[config.mk]
export PLATFORM = sky130hd
export DESIGN_NAME = e1_reset_default_config
export DESIGN_NICKNAME = d
export VERILOG_FILES = /design/src/e1_reset_cfg_pkg.sv /design/src/e1_reset_default_config.sv
export SDC_FILE = /design/constraint.sdc
export NUM_CORES = 1
export LEC_CHECK = 0
export ABC_AREA = 1
export BUFFER_PORTS_ARGS = -buffer_cell sky130_fd_sc_hd__clkbuf_2
export CORE_MARGIN = 4
export CORE_UTILIZATION = 38
export DETAILED_ROUTE_END_ITERATION = 10
export PLACE_DENSITY_LB_ADDON = 0.12
export SLEW_MARGIN = 20
export SYNTH_ARGS = -nofsm -noshare
export SYNTH_HDL_FRONTEND = slang
export SYNTH_SLANG_ARGS = --single-unit
[constraint.sdc]
create_clock -name aclk -period 7.2 [get_ports aclk]
set_input_delay 1.44 -clock aclk [delete_from_list [all_inputs] [get_ports aclk]]
set_output_delay 1.44 -clock aclk [all_outputs]
set_load 0.01 [all_outputs]
[src/e1_reset_cfg_pkg.sv]
// Constants and reset value function for the E1 reset default configuration bank
package e1_reset_cfg_pkg;

  // ****************************************************************
  // Register indices (byte address is four times the index)
  // ****************************************************************
  localparam int unsigned NUM_REGS = 64;
  localparam logic [5:0] IDX_FRAME_MODE_A = 6'h00;
  localparam logic [5:0] IDX_FRAME_MODE_B = 6'h01;
  localparam logic [5:0] IDX_FRAME_MODE_C = 6'h02;
  localparam logic [5:0] IDX_SYSTEM_IF_CFG_A = 6'h03;
  localparam logic [5:0] IDX_LOOP_CTRL = 6'h06;
  localparam logic [5:0] IDX_TX_SERVICE_WORD = 6'h07;
  localparam logic [5:0] IDX_TX_SPARE_BITS = 6'h08;
  localparam logic [5:0] IDX_TSW_MASK = 6'h09;
  localparam logic [5:0] IDX_TX_OFFSET_A = 6'h0a;
  localparam logic [5:0] IDX_TX_OFFSET_B = 6'h0b;
  localparam logic [5:0] IDX_RX_OFFSET_A = 6'h0c;
  localparam logic [5:0] IDX_RX_OFFSET_B = 6'h0d;
  localparam logic [5:0] IDX_IDLE_CODE = 6'h0e;
  localparam logic [5:0] IDX_IDLE_CHANNEL_SELECT = 6'h0f;
  localparam logic [5:0] IDX_LINE_IF_MODE_A = 6'h13;
  localparam logic [5:0] IDX_LINE_IF_MODE_B = 6'h14;
  localparam logic [5:0] IDX_LOS_DETECT_COUNT = 6'h15;
  localparam logic [5:0] IDX_LOS_RECOVER_COUNT = 6'h16;
  localparam logic [5:0] IDX_TX_PULSE_MASK = 6'h17;
  localparam logic [5:0] IDX_IRQ_MASK_REGS = 6'h1a;
  localparam logic [5:0] IDX_RX_SLOT_SELECT = 6'h20;
  localparam logic [5:0] IDX_TX_SLOT_SELECT = 6'h24;
  localparam logic [5:0] IDX_SLOT_STROBE_SELECT_B = 6'h28;
  localparam logic [5:0] IDX_SLOT_STROBE_SELECT_C = 6'h29;
  localparam logic [5:0] IDX_GLOBAL_CONFIG = 6'h2a;
  localparam logic [5:0] IDX_CLOCK_MODE_A = 6'h2b;
  localparam logic [5:0] IDX_CLOCK_MODE_B = 6'h2c;
  localparam logic [5:0] IDX_GLOBAL_CLOCK_MODE = 6'h2d;
  localparam logic [5:0] IDX_LAST_CFG = 6'h32;
  localparam logic [5:0] IDX_STATUS = 6'h3f;

  // ****************************************************************
  // Field positions
  // ****************************************************************
  localparam int unsigned LINE_STANDARD_SELECT_BIT = 0;
  localparam int unsigned TX_TRISTATE_BIT = 6;
  localparam int unsigned ST_E1_MODE_BIT = 0;
  localparam int unsigned ST_LINE_DRIVE_BIT = 1;
  localparam int unsigned ST_CLEAR_BUSY_BIT = 2;
  localparam int unsigned ST_TRISTATE_BIT = 3;

  // ****************************************************************
  // Values after reset
  // ****************************************************************
  localparam logic [7:0] RST_ZERO = 8'h00;
  localparam logic [7:0] RST_OFFSET_B = 8'h9c;
  localparam logic [7:0] RST_TX_PULSE_MASK_0 = 8'h40;
  localparam logic [7:0] RST_TX_PULSE_MASK_1 = 8'h03;
  localparam logic [7:0] RST_TX_PULSE_MASK_2 = 8'h7b;
  localparam logic [7:0] RST_IRQ_MASK = 8'hff;

  // ****************************************************************
  // Timing: minimum chip clear hold, in ns and in 25 ns cycles
  // ****************************************************************
  localparam int unsigned CLK_PERIOD_PS = 25000;
  localparam int unsigned CHIP_CLEAR_MIN_NS = 10000;
  localparam int unsigned CHIP_CLEAR_CYCLES =
    (CHIP_CLEAR_MIN_NS * 1000 + CLK_PERIOD_PS - 1) / CLK_PERIOD_PS;

  // ****************************************************************
  // AXI4-Lite responses
  // ****************************************************************
  localparam logic [1:0] RESP_OKAY = 2'h0;
  localparam logic [1:0] RESP_SLVERR = 2'h2;
  localparam logic [1:0] RESP_DECERR = 2'h3;

  // Reset value of one configuration register, by index
  function automatic logic [7:0] reset_value(input logic [5:0] idx);
    if (idx == IDX_TX_OFFSET_B || idx == IDX_RX_OFFSET_B) begin
      return RST_OFFSET_B;
    end
    if (idx == IDX_TX_PULSE_MASK) begin
      return RST_TX_PULSE_MASK_0;
    end
    if (idx == IDX_TX_PULSE_MASK + 6'h01) begin
      return RST_TX_PULSE_MASK_1;
    end
    if (idx == IDX_TX_PULSE_MASK + 6'h02) begin
      return RST_TX_PULSE_MASK_2;
    end
    if (idx >= IDX_IRQ_MASK_REGS && idx < IDX_RX_SLOT_SELECT) begin
      return RST_IRQ_MASK;
    end
    return RST_ZERO;
  endfunction

endpackage

[src/e1_reset_default_config.sv]
// AXI4-Lite register bank holding the E1 reset default configuration
//
// Local design decisions: the placing of the registers and the AXI4-Lite slave port.
`timescale 1ns/1ps
`default_nettype none

module e1_reset_default_config #(
  parameter int unsigned ADDR_W = 8
) (
  input wire logic aclk,
  input wire logic aresetn,
  input wire logic chip_clear_input_n,
  input wire logic [ADDR_W-1:0] s_axi_awaddr,
  input wire logic [2:0] s_axi_awprot,
  input wire logic s_axi_awvalid,
  output logic s_axi_awready,
  input wire logic [31:0] s_axi_wdata,
  input wire logic [3:0] s_axi_wstrb,
  input wire logic s_axi_wvalid,
  output logic s_axi_wready,
  output logic [1:0] s_axi_bresp,
  output logic s_axi_bvalid,
  input wire logic s_axi_bready,
  input wire logic [ADDR_W-1:0] s_axi_araddr,
  input wire logic [2:0] s_axi_arprot,
  input wire logic s_axi_arvalid,
  output logic s_axi_arready,
  output logic [31:0] s_axi_rdata,
  output logic [1:0] s_axi_rresp,
  output logic s_axi_rvalid,
  input wire logic s_axi_rready,
  output logic e1_mode,
  output logic line_tx_oe,
  output logic clear_busy
);

  // ****************************************************************
  // State
  // ****************************************************************
  typedef enum logic [1:0] {K_CFG, K_STATUS, K_NONE} reg_kind_t;

  typedef struct packed {
    logic [e1_reset_cfg_pkg::NUM_REGS-1:0][7:0] regs;
    logic [15:0] clr_cnt;
    logic busy;
    logic aw_ok;
    logic w_ok;
    logic [5:0] widx;
    reg_kind_t wkind;
    logic [7:0] wdat;
    logic wlane;
    logic awready;
    logic wready;
    logic bvalid;
    logic [1:0] bresp;
    logic arready;
    logic rvalid;
    logic [31:0] rdata;
    logic [1:0] rresp;
    logic e1_mode;
    logic line_oe;
  } state_t;

  state_t q, d;
  logic [7:0] status_byte;

  // Classifies a byte address; shared by the read and write paths
  function automatic reg_kind_t kind_of(input logic [ADDR_W-1:0] a);
    logic [5:0] i;
    i = a[7:2];
    if (a[1:0] != 2'h0) begin
      return K_NONE;
    end
    if (i == e1_reset_cfg_pkg::IDX_STATUS) begin
      return K_STATUS;
    end
    if (i <= e1_reset_cfg_pkg::IDX_LAST_CFG) begin
      return K_CFG;
    end
    return K_NONE;
  endfunction

  // Live status, rebuilt every cycle rather than on request
  always_comb begin
    status_byte = 8'h00;
    status_byte[e1_reset_cfg_pkg::ST_E1_MODE_BIT] = q.e1_mode;
    status_byte[e1_reset_cfg_pkg::ST_LINE_DRIVE_BIT] = q.line_oe;
    status_byte[e1_reset_cfg_pkg::ST_CLEAR_BUSY_BIT] = q.busy;
    status_byte[e1_reset_cfg_pkg::ST_TRISTATE_BIT] =
      q.regs[e1_reset_cfg_pkg::IDX_TX_PULSE_MASK + 6'h02]
        [e1_reset_cfg_pkg::TX_TRISTATE_BIT];
  end

  // ****************************************************************
  // Next state
  // ****************************************************************
  always_comb begin
    d = q;

    // Chip clear filter: shorter low pulses are ignored
    if (chip_clear_input_n) begin
      d.clr_cnt = 16'h0000;
      d.busy = 1'b0;
    end else if (q.clr_cnt ==
                 16'(e1_reset_cfg_pkg::CHIP_CLEAR_CYCLES - 1)) begin
      d.busy = 1'b1;
    end else begin
      d.clr_cnt = q.clr_cnt + 16'h0001;
    end

    // Write address and data are taken in either order
    if (s_axi_awvalid && q.awready) begin
      d.aw_ok = 1'b1;
      d.widx = s_axi_awaddr[7:2];
      d.wkind = kind_of(s_axi_awaddr);
    end
    if (s_axi_wvalid && q.wready) begin
      d.w_ok = 1'b1;
      d.wdat = s_axi_wdata[7:0];
      d.wlane = s_axi_wstrb[0]; // byte or word write both land
    end

    // Commit once both halves are in and no response is pending
    if (q.aw_ok && q.w_ok && !q.bvalid) begin
      d.aw_ok = 1'b0;
      d.w_ok = 1'b0;
      d.bvalid = 1'b1;
      unique case (q.wkind)
        K_CFG: begin
          // Writes during the clear state would be lost; refuse them
          if (q.busy) begin
            d.bresp = e1_reset_cfg_pkg::RESP_SLVERR;
          end else begin
            d.bresp = e1_reset_cfg_pkg::RESP_OKAY;
            if (q.wlane) begin
              d.regs[q.widx] = q.wdat;
            end
          end
        end
        K_STATUS: d.bresp = e1_reset_cfg_pkg::RESP_SLVERR;
        default: d.bresp = e1_reset_cfg_pkg::RESP_DECERR;
      endcase
    end
    if (q.bvalid && s_axi_bready) begin
      d.bvalid = 1'b0;
    end

    // Read path: one cycle from address taken to data valid
    if (q.rvalid && s_axi_rready) begin
      d.rvalid = 1'b0;
    end
    if (s_axi_arvalid && q.arready) begin
      d.rvalid = 1'b1;
      d.rdata = 32'h0000_0000;
      unique case (kind_of(s_axi_araddr))
        K_CFG: begin
          d.rdata[7:0] = q.regs[s_axi_araddr[7:2]];
          d.rresp = e1_reset_cfg_pkg::RESP_OKAY;
        end
        K_STATUS: begin
          d.rdata[7:0] = status_byte;
          d.rresp = e1_reset_cfg_pkg::RESP_OKAY;
        end
        default: d.rresp = e1_reset_cfg_pkg::RESP_DECERR;
      endcase
    end

    // Clear state reloads every default each cycle
    if (d.busy) begin
      for (int i = 0; i < e1_reset_cfg_pkg::NUM_REGS; i++) begin
        d.regs[i] = e1_reset_cfg_pkg::reset_value(6'(i));
      end
    end

    // Readies follow the pending state so nothing is taken twice
    d.awready = !d.aw_ok && !d.bvalid;
    d.wready = !d.w_ok && !d.bvalid;
    d.arready = !d.rvalid;

    // Line standard bit low means E1
    d.e1_mode = !d.regs[e1_reset_cfg_pkg::IDX_FRAME_MODE_B]
                 [e1_reset_cfg_pkg::LINE_STANDARD_SELECT_BIT];
    // Driver off in clear state or while the pulse mask asks tristate
    d.line_oe = !d.busy &&
      !d.regs[e1_reset_cfg_pkg::IDX_TX_PULSE_MASK + 6'h02]
        [e1_reset_cfg_pkg::TX_TRISTATE_BIT];
  end

  // ****************************************************************
  // Registers
  // ****************************************************************
  always_ff @(posedge aclk) begin
    if (!aresetn) begin
      // Defaults for the whole bank
      // Zero for slots, config and clock modes
      for (int i = 0; i < e1_reset_cfg_pkg::NUM_REGS; i++) begin
        q.regs[i] <= e1_reset_cfg_pkg::reset_value(6'(i));
      end
      q.clr_cnt <= 16'h0000;
      q.busy <= 1'b0;
      q.aw_ok <= 1'b0;
      q.w_ok <= 1'b0;
      q.widx <= 6'h00;
      q.wkind <= K_NONE;
      q.wdat <= 8'h00;
      q.wlane <= 1'b0;
      q.awready <= 1'b1;
      q.wready <= 1'b1;
      q.bvalid <= 1'b0;
      q.bresp <= e1_reset_cfg_pkg::RESP_OKAY;
      q.arready <= 1'b1;
      q.rvalid <= 1'b0;
      q.rdata <= 32'h0000_0000;
      q.rresp <= e1_reset_cfg_pkg::RESP_OKAY;
      q.e1_mode <= 1'b1;
      q.line_oe <= 1'b0;
    end else begin
      q <= d;
    end
  end

  // Every output comes straight from a flip-flop
  assign s_axi_awready = q.awready;
  assign s_axi_wready = q.wready;
  assign s_axi_bvalid = q.bvalid;
  assign s_axi_bresp = q.bresp;
  assign s_axi_arready = q.arready;
  assign s_axi_rvalid = q.rvalid;
  assign s_axi_rdata = q.rdata;
  assign s_axi_rresp = q.rresp;
  assign e1_mode = q.e1_mode;
  assign line_tx_oe = q.line_oe;
  assign clear_busy = q.busy;
endmodule

`default_nettype wire

==> results_dict.tcl, run 1 <==
set metrics [dict create \
    status "finished, final reports clean" \
    max_clock_freq_ghz 0.258 \
    finish.utilization_pct 41.8 \
    detailed_place.area_um2 26000 \
    first_pass_grt_wire_length_um 135000 \
    syn_inst 3715 \
    clkSlewWorstSetupHoldPaths_ns 0.06 \
    largest_net_degree_at_the_start_of_global_routing 189 \
    die_area_um2 72000 \
    power.density_cell_area_nw_per_um2 246 \
    setup.worst_path.end_class "flop" \
    post_synth_instance_area_um2 25700 \
    tritoncts "yes" \
    synth_top_cell_by_area "sky130_fd_sc_hd__dfxtp_1" \
    intPower_mw 5.06 \
    origin_of_the_worst_min_delay_path "q[158]" \
    die_x_um 268 \
    wirelength_um 86300 \
    clock_sink_count 530 \
    reg2reg_from "q[63]" \
    synth_top_flop_cell "sky130_fd_sc_hd__dfxtp_1" \
    timing.clock.skew_ns 0.0228 \
    synth_top_cells_by_area "sky130_fd_sc_hd__dfxtp_1 (34%), sky130_fd_sc_hd__nand2_1 (17%), sky130_fd_sc_hd__nand3_1 (11%)" \
    most_common_cell_in_the_netlist "sky130_fd_sc_hd__nand2_1" \
    maxCapViolCount 0 \
    arrival_ns 4.39 \
    dr_total_vias 24100 \
    seq_area_frac_synth_pct 44.6 \
    power.share.combinational_pct 9.1 \
    grt-ovfl-total 0 \
    list_of_most_frequent_post_synthesis_cells "sky130_fd_sc_hd__nand2_1 (1162), sky130_fd_sc_hd__nand3_1 (560), sky130_fd_sc_hd__a21oi_1 (517)" \
    cts_made_buffers 61 \
    finish.cell_count_without_fillers 4477 \
    cts_resized 0 \
    detailed_place_hpwl_um 48300 \
    post_route_cells_drive_above_1_share_pct 6.96 \
    drtIter0Drc 2734 \
    worst_ir_drop_vdd_mv 0.201 \
    finalHoldViolations 0 \
    power.share.clock_pct 46.2 \
    power.net_switching_mw 1.84 \
    rsz0062_at_grt "false" \
    seq_power_share_pct 44.7 \
    slew_violations 0 \
    nets 3620 \
    reg2reg_slack_ns 3.66 \
    drt_pass1_iterations 7 \
    ys_async_sr_fraction_pct 0 \
    setup-tns-final_ns 0 \
    yosysUniqueCellTypes 39 \
    rr_endpoint "q[137]" \
    design_area_um2 28100 \
    clock_insertion_delay_worst_skew_ns 0.63 \
    post_synth.cell_area_avg_um2 6.93 \
    chipHeight_um 268 \
    drtAntennaViolNets 0 \
    finalPower_mw 6.90 \
    timing.slew.headroom_pct 30.5 \
    tcrit_tclk_final_pct 53.8 \
    initial_core_util_pct 38.3 \
    core.rowCount 95 \
    finalWorstSetupSlack_ns 3.33 \
    synth.yosys.warnings 0 \
    hold_path_end "q[158]" \
    drt-wirelength-per-cell_um 19.3 \
    route.detailed.vias_per_inst 5.39 \
    floorplan.io_pins 110 \
    startpoint_type "input pin" \
    whs_path_depth 2 \
    hold_class "reg2reg" \
    post-cts-setup-buffer-count 0 \
    buffers_on_ports 52 \
    critical_path_required_time_ns 7.72 \
    num_antenna_cells 0 \
    dp.cells 4363 \
    global_route_total_usage_across_every_layer_pct 23.5 \
    synth_enable_flop_cells 87 \
    whs_ns 0.459 \
    syn2layout_area_growth_pct 9.11 \
    setup-violations-final 0 \
    post_cts_hold_buffer_count 0 \
    power_switching_share_pct 26.6 \
    shortest_clock_period_the_worst_path_allows_after_layout_ns 3.87 \
    cp-startpoint "s_axi_araddr[3]" \
    first_global_vias 22100 \
    cts_max_level 2 \
    worst_slew_pin_slew_ns 1.04 \
    postSynthRegisterBits 530 \
    drcViolationCount 0 \
    power.leakage_nw 9.71 \
    design.core.area_um2 67200 \
    dpl_worst_slack_ns 2.74 \
    cp_max_fo 51 \
    finalWeightedCongestion 0.790 \
    clk_root_buffer_cell "sky130_fd_sc_hd__clkbuf_16" \
    r2r.worst_path.cells 10 \
    path_class "in2reg" \
    antenna_found_initial 0 \
    post-synth-top-area-fraction_pct 34.4 \
    max-clock-path-buffers 3 \
]
==> routing by layer <==
layer	routed length, um	part of all wire, %	global-route usage [%]	up-vias
li1	-	-	-	12000
met1	41000	48	35.4	11300
met2	38500	45	36.4	755
met3	5530	6.4	2.78	85
met4	1310	1.5	4.60	0
met5	0	0	0	-
==> cell usage in the layout (no fill, tap or decap), types with 50 or more instances in the layout <==
cell type and n:
sky130_fd_sc_hd__edfxtp_1 87, sky130_fd_sc_hd__inv_1 116, sky130_fd_sc_hd__o21ai_0 210, sky130_fd_sc_hd__clkbuf_2 50, sky130_fd_sc_hd__a21oi_1 517, sky130_fd_sc_hd__nand2_1 1160, sky130_fd_sc_hd__dfxtp_1 435, sky130_fd_sc_hd__nand3_1 560
sky130_fd_sc_hd__clkbuf_16 65, sky130_fd_sc_hd__nor2_1 133
==> worst max-delay path: stages <==
cell and delay [ns]:
sky130_fd_sc_hd__buf_4 0.52, sky130_fd_sc_hd__buf_4 0.72, sky130_fd_sc_hd__nand2_1 0.50, sky130_fd_sc_hd__nand2_1 0.26, sky130_fd_sc_hd__inv_1 0.07, sky130_fd_sc_hd__nand3_1 0.08
sky130_fd_sc_hd__a21oi_1 0.06, sky130_fd_sc_hd__a21boi_0 0.27, sky130_fd_sc_hd__a21oi_1 0.32, sky130_fd_sc_hd__nor2_1 0.06
==> cell type report <==
class | instances | area (um2)
Clock buffer | 99 | 1890
Clock inverter | 15 | 155
Fill cell | 7084 | 39100
Inverter | 141 | 537
Multi-Input combinational cell | 2724 | 12300
Sequential cell | 530 | 11500
Tap cell | 873 | 1090
Timing Repair Buffer | 95 | 646
==> sequential cells by signal, indices dropped and copies added (netlist names) <==
| signal | count |
|---|---|
| q | 511 |
| s_axi_rdata | 8 |
| s_axi_bresp | 2 |
| clear_busy | 1 |
| e1_mode | 1 |
| line_tx_oe | 1 |
| s_axi_arready | 1 |
| s_axi_awready | 1 |
| s_axi_bvalid | 1 |
| s_axi_rresp | 1 |
| s_axi_rvalid | 1 |
| s_axi_wready | 1 |
==> cells by family after synthesis <==
group	after synthesis	share of synthesized area [%]
AND/OR/NAND/NOR	1949	32.4
AO/OA/AOI/OAI	749	14.7
flip-flops	530	44.6
buffers and inverters	484	8.23
XOR/XNOR	1	0.0340
adder cells (fa/ha/maj)	1	0.0486
other	1	0.0146
==> how the worst max path moves through the flow <==
| stage | endpoint | slack, ns | depth (start not counted) |
|---|---|---|---|
| global placement | s_axi_rdata[0] | 2.76 | 10 |
| detailed placement | s_axi_rdata[0] | 2.74 | 10 |
| CTS | s_axi_rdata[0] | 3.42 | 10 |
| finish | s_axi_rdata[0] | 3.33 | 10 |
| floorplan | q[167] | 2.73 | 6 |
| global route | s_axi_rdata[0] | 3.22 | 10 |
==> power by group through the flow <==
| stage | Sequential (mW) | Clock [mW] | Combinational, mW |
|---|---|---|---|
| CTS | 3.08 | 3.26 | 0.626 |
| global placement | 3.14 | 0 | 0.625 |
| global route | 3.08 | 3.39 | 0.679 |
| finish | 3.08 | 3.19 | 0.628 |
| floorplan | 3.14 | 0 | 0.405 |
| detailed placement | 3.14 | 0 | 0.624 |
Note: power is estimated with default switching activity, not from simulation.
==> run 2: changes to the inputs <==
==> constraint.sdc (replaced) <==
create_clock -name aclk -period 3.8 [get_ports aclk]
set_input_delay 0.76 -clock aclk [delete_from_list [all_inputs] [get_ports aclk]]
set_output_delay 0.76 -clock aclk [all_outputs]
set_load 0.01 [all_outputs]
==> run 2 against run 1 <==
Compared with the run above: setup slack got worse by 2.4 ns; critical path depth unchanged; design area increased by 1.3%; global-route usage increased by 0.10 points; sequential share of layout area decreased by 0.51 points; sequential power increased by 91%; register-to-register slack got worse by 2.8 ns; combinational power increased by 89%; via count increased by 0.49%; critical endpoint is now q[169]; highest routed layer is now met5.
==> results_dict.tcl, run 2 (synthesized netlist as in run 1, its figures left out) <==
set metrics [dict create \
    status "finished, final reports clean" \
    drtAntennaViolNets 0 \
    detailed_place_hpwl_um 51900 \
    post_cts_hold_buffer_count 0 \
    grt_util_met3_pct 3.58 \
    worst_slew_pin_slew_ns 1.07 \
    drtIter0Drc 2199 \
    die_x_um 268 \
    worst_ir_drop_vdd_mv 0.325 \
    design.core.area_um2 67200 \
    cp_slowest_stage_delay_ns 0.45 \
    syn2layout_area_growth_pct 10.5 \
    largest_net_degree_at_the_start_of_global_routing 176 \
    timing.clock.skew_ns 0.0219 \
    setup.worst_path.end_class "flop" \
    rsz0062_at_grt "false" \
    regMostFlops "q" \
    met2_track_usage_gr_pct 36.4 \
    startpoint_type "flop" \
    dpl_worst_slack_ns 0.850 \
    setup-violations-final 0 \
    wirelength_um 87300 \
    post_route_cells_drive_above_1_share_pct 7.98 \
    dr_total_vias 24300 \
    buffers_on_ports 52 \
    cts_max_level 2 \
    max_clock_freq_ghz 0.343 \
    tritoncts "yes" \
    crit_chain "ha_1 -> nand2_1 -> nor2_1 -> nand2_1 -> nor4_2 -> o21bai_1 -> nand2_4 -> inv_2 -> nand2_4 -> buf_12" \
    arrival_ns 3.22 \
    maxCapViolCount 0 \
    chipHeight_um 268 \
    timing.slew.headroom_pct 28.5 \
    power.density_cell_area_nw_per_um2 454 \
    first_pass_grt_wire_length_um 134000 \
    floorplan.io_pins 110 \
    cts_made_buffers 59 \
    slew_violations 0 \
    design_area_um2 28400 \
    cts_resized 0 \
    first_global_vias 22000 \
    critical_path_required_time_ns 4.10 \
    num_antenna_cells 0 \
    layout.cells.most_common "sky130_fd_sc_hd__nand2_1" \
    clock_sink_count 530 \
    drt_pass1_iterations 5 \
    hold_class "in2reg" \
    finalHoldViolations 0 \
    power.leakage_nw 9.92 \
    clkSlewWorstSetupHoldPaths_ns 0.06 \
    die_area_um2 72000 \
    antenna_found_initial 1 \
    global_route_total_usage_across_every_layer_pct 23.6 \
    drt-wirelength-per-cell_um 19.4 \
    clock_insertion_delay_worst_skew_ns 0.63 \
    detailed_place.area_um2 26500 \
    finish.utilization_pct 42.4 \
    cp_slowest_cell "sky130_fd_sc_hd__nor4_2" \
    path_class "reg2reg" \
    tcrit_tclk_final_pct 76.8 \
    use_met1_pct 35.2 \
    busiest_layer "met2" \
    grt-ovfl-total 0 \
    max-clock-path-buffers 3 \
    finalWorstSetupSlack_ns 0.881 \
    drcViolationCount 0 \
    initial_core_util_pct 38.3 \
    clk_root_buffer_cell "sky130_fd_sc_hd__clkbuf_16" \
    finalWeightedCongestion 0.831 \
    core.rowCount 95 \
    cp_max_fo 43 \
    max_reg_flops 511 \
    post-cts-setup-buffer-count 0 \
    route.detailed.vias_per_inst 5.38 \
    layout_common_cells "sky130_fd_sc_hd__nand2_1 (1160), sky130_fd_sc_hd__nand3_1 (560), sky130_fd_sc_hd__a21oi_1 (517)" \
    finalPower_mw 12.9 \
    setup-tns-final_ns 0 \
    nets 3655 \
    shortest_clock_period_the_worst_path_allows_after_layout_ns 2.92 \
]
run 2: changes by cell type in the layout (fill, tap and decap cells not counted), moves of 2 or more:
| cell | before | now |
|---|---|---|
| sky130_fd_sc_hd__buf_4 | 40 | 64 |
| sky130_fd_sc_hd__buf_12 | 4 | 17 |
| sky130_fd_sc_hd__clkbuf_1 | 20 | 11 |
| sky130_fd_sc_hd__clkinv_2 | 10 | 15 |
| sky130_fd_sc_hd__clkbuf_8 | 14 | 17 |
| sky130_fd_sc_hd__bufinv_16 | 3 | 1 |
| sky130_fd_sc_hd__clkbuf_16 | 65 | 63 |
run 2: power breakdown:
part,switching (mW),total (mW),leakage [nW],internal [mW]
Combinational,0.947,1.19,4.50,0.246
Clock,2.44,5.83,0.985,3.40
Sequential,0.0895,5.88,4.44,5.79
Total,3.47,12.9,9.92,9.43
run 2: final cells by class:
class	count	area (um2)
multi-input combinational	2724	12300
clock buffer	91	1850
clock inverter	17	113
inverter	141	537
tap	873	1090
timing repair buffer	132	1090
fill	7035	38700
sequential	530	11500
run 2: per-stage QoR:
stage,instances,hold WS (ns)
finish,4508,0.383
global route,4508,0.433
CTS,4508,0.347
detailed placement,4400,0.453
global placement,4400,0.449
floorplan,3738,0.438
run 2: worst paths after layout:
path	start	to	slack [ns]	cells past startpoint
hold / removal	s_axi_wstrb[0]	q[43]	0.38	3
setup reg to reg	q[63]	q[169]	0.88	10
setup / recovery	q[63]	q[169]	0.88	10
hold reg to reg	q[165]	q[165]	0.46	2
run 2: layer usage:
metal | wire [um] | part of all wire, % | up-vias
li1 | - | - | 12000
met1 | 41800 | 48 | 11400
met2 | 38300 | 44 | 718
met3 | 5680 | 6.5 | 97
met4 | 1500 | 1.7 | 2
met5 | 13 | 0.015 | -
run 2: critical path, delay by kind of cell, from the launching register on:
kind	cells	cell delay, ns
AND/OR/NAND/NOR	6	1.35
buffers and inverters	2	0.42
AO/OA/AOI/OAI	1	0.20
adder cells (fa/ha/maj)	1	0.20
flip-flops	1	0.39
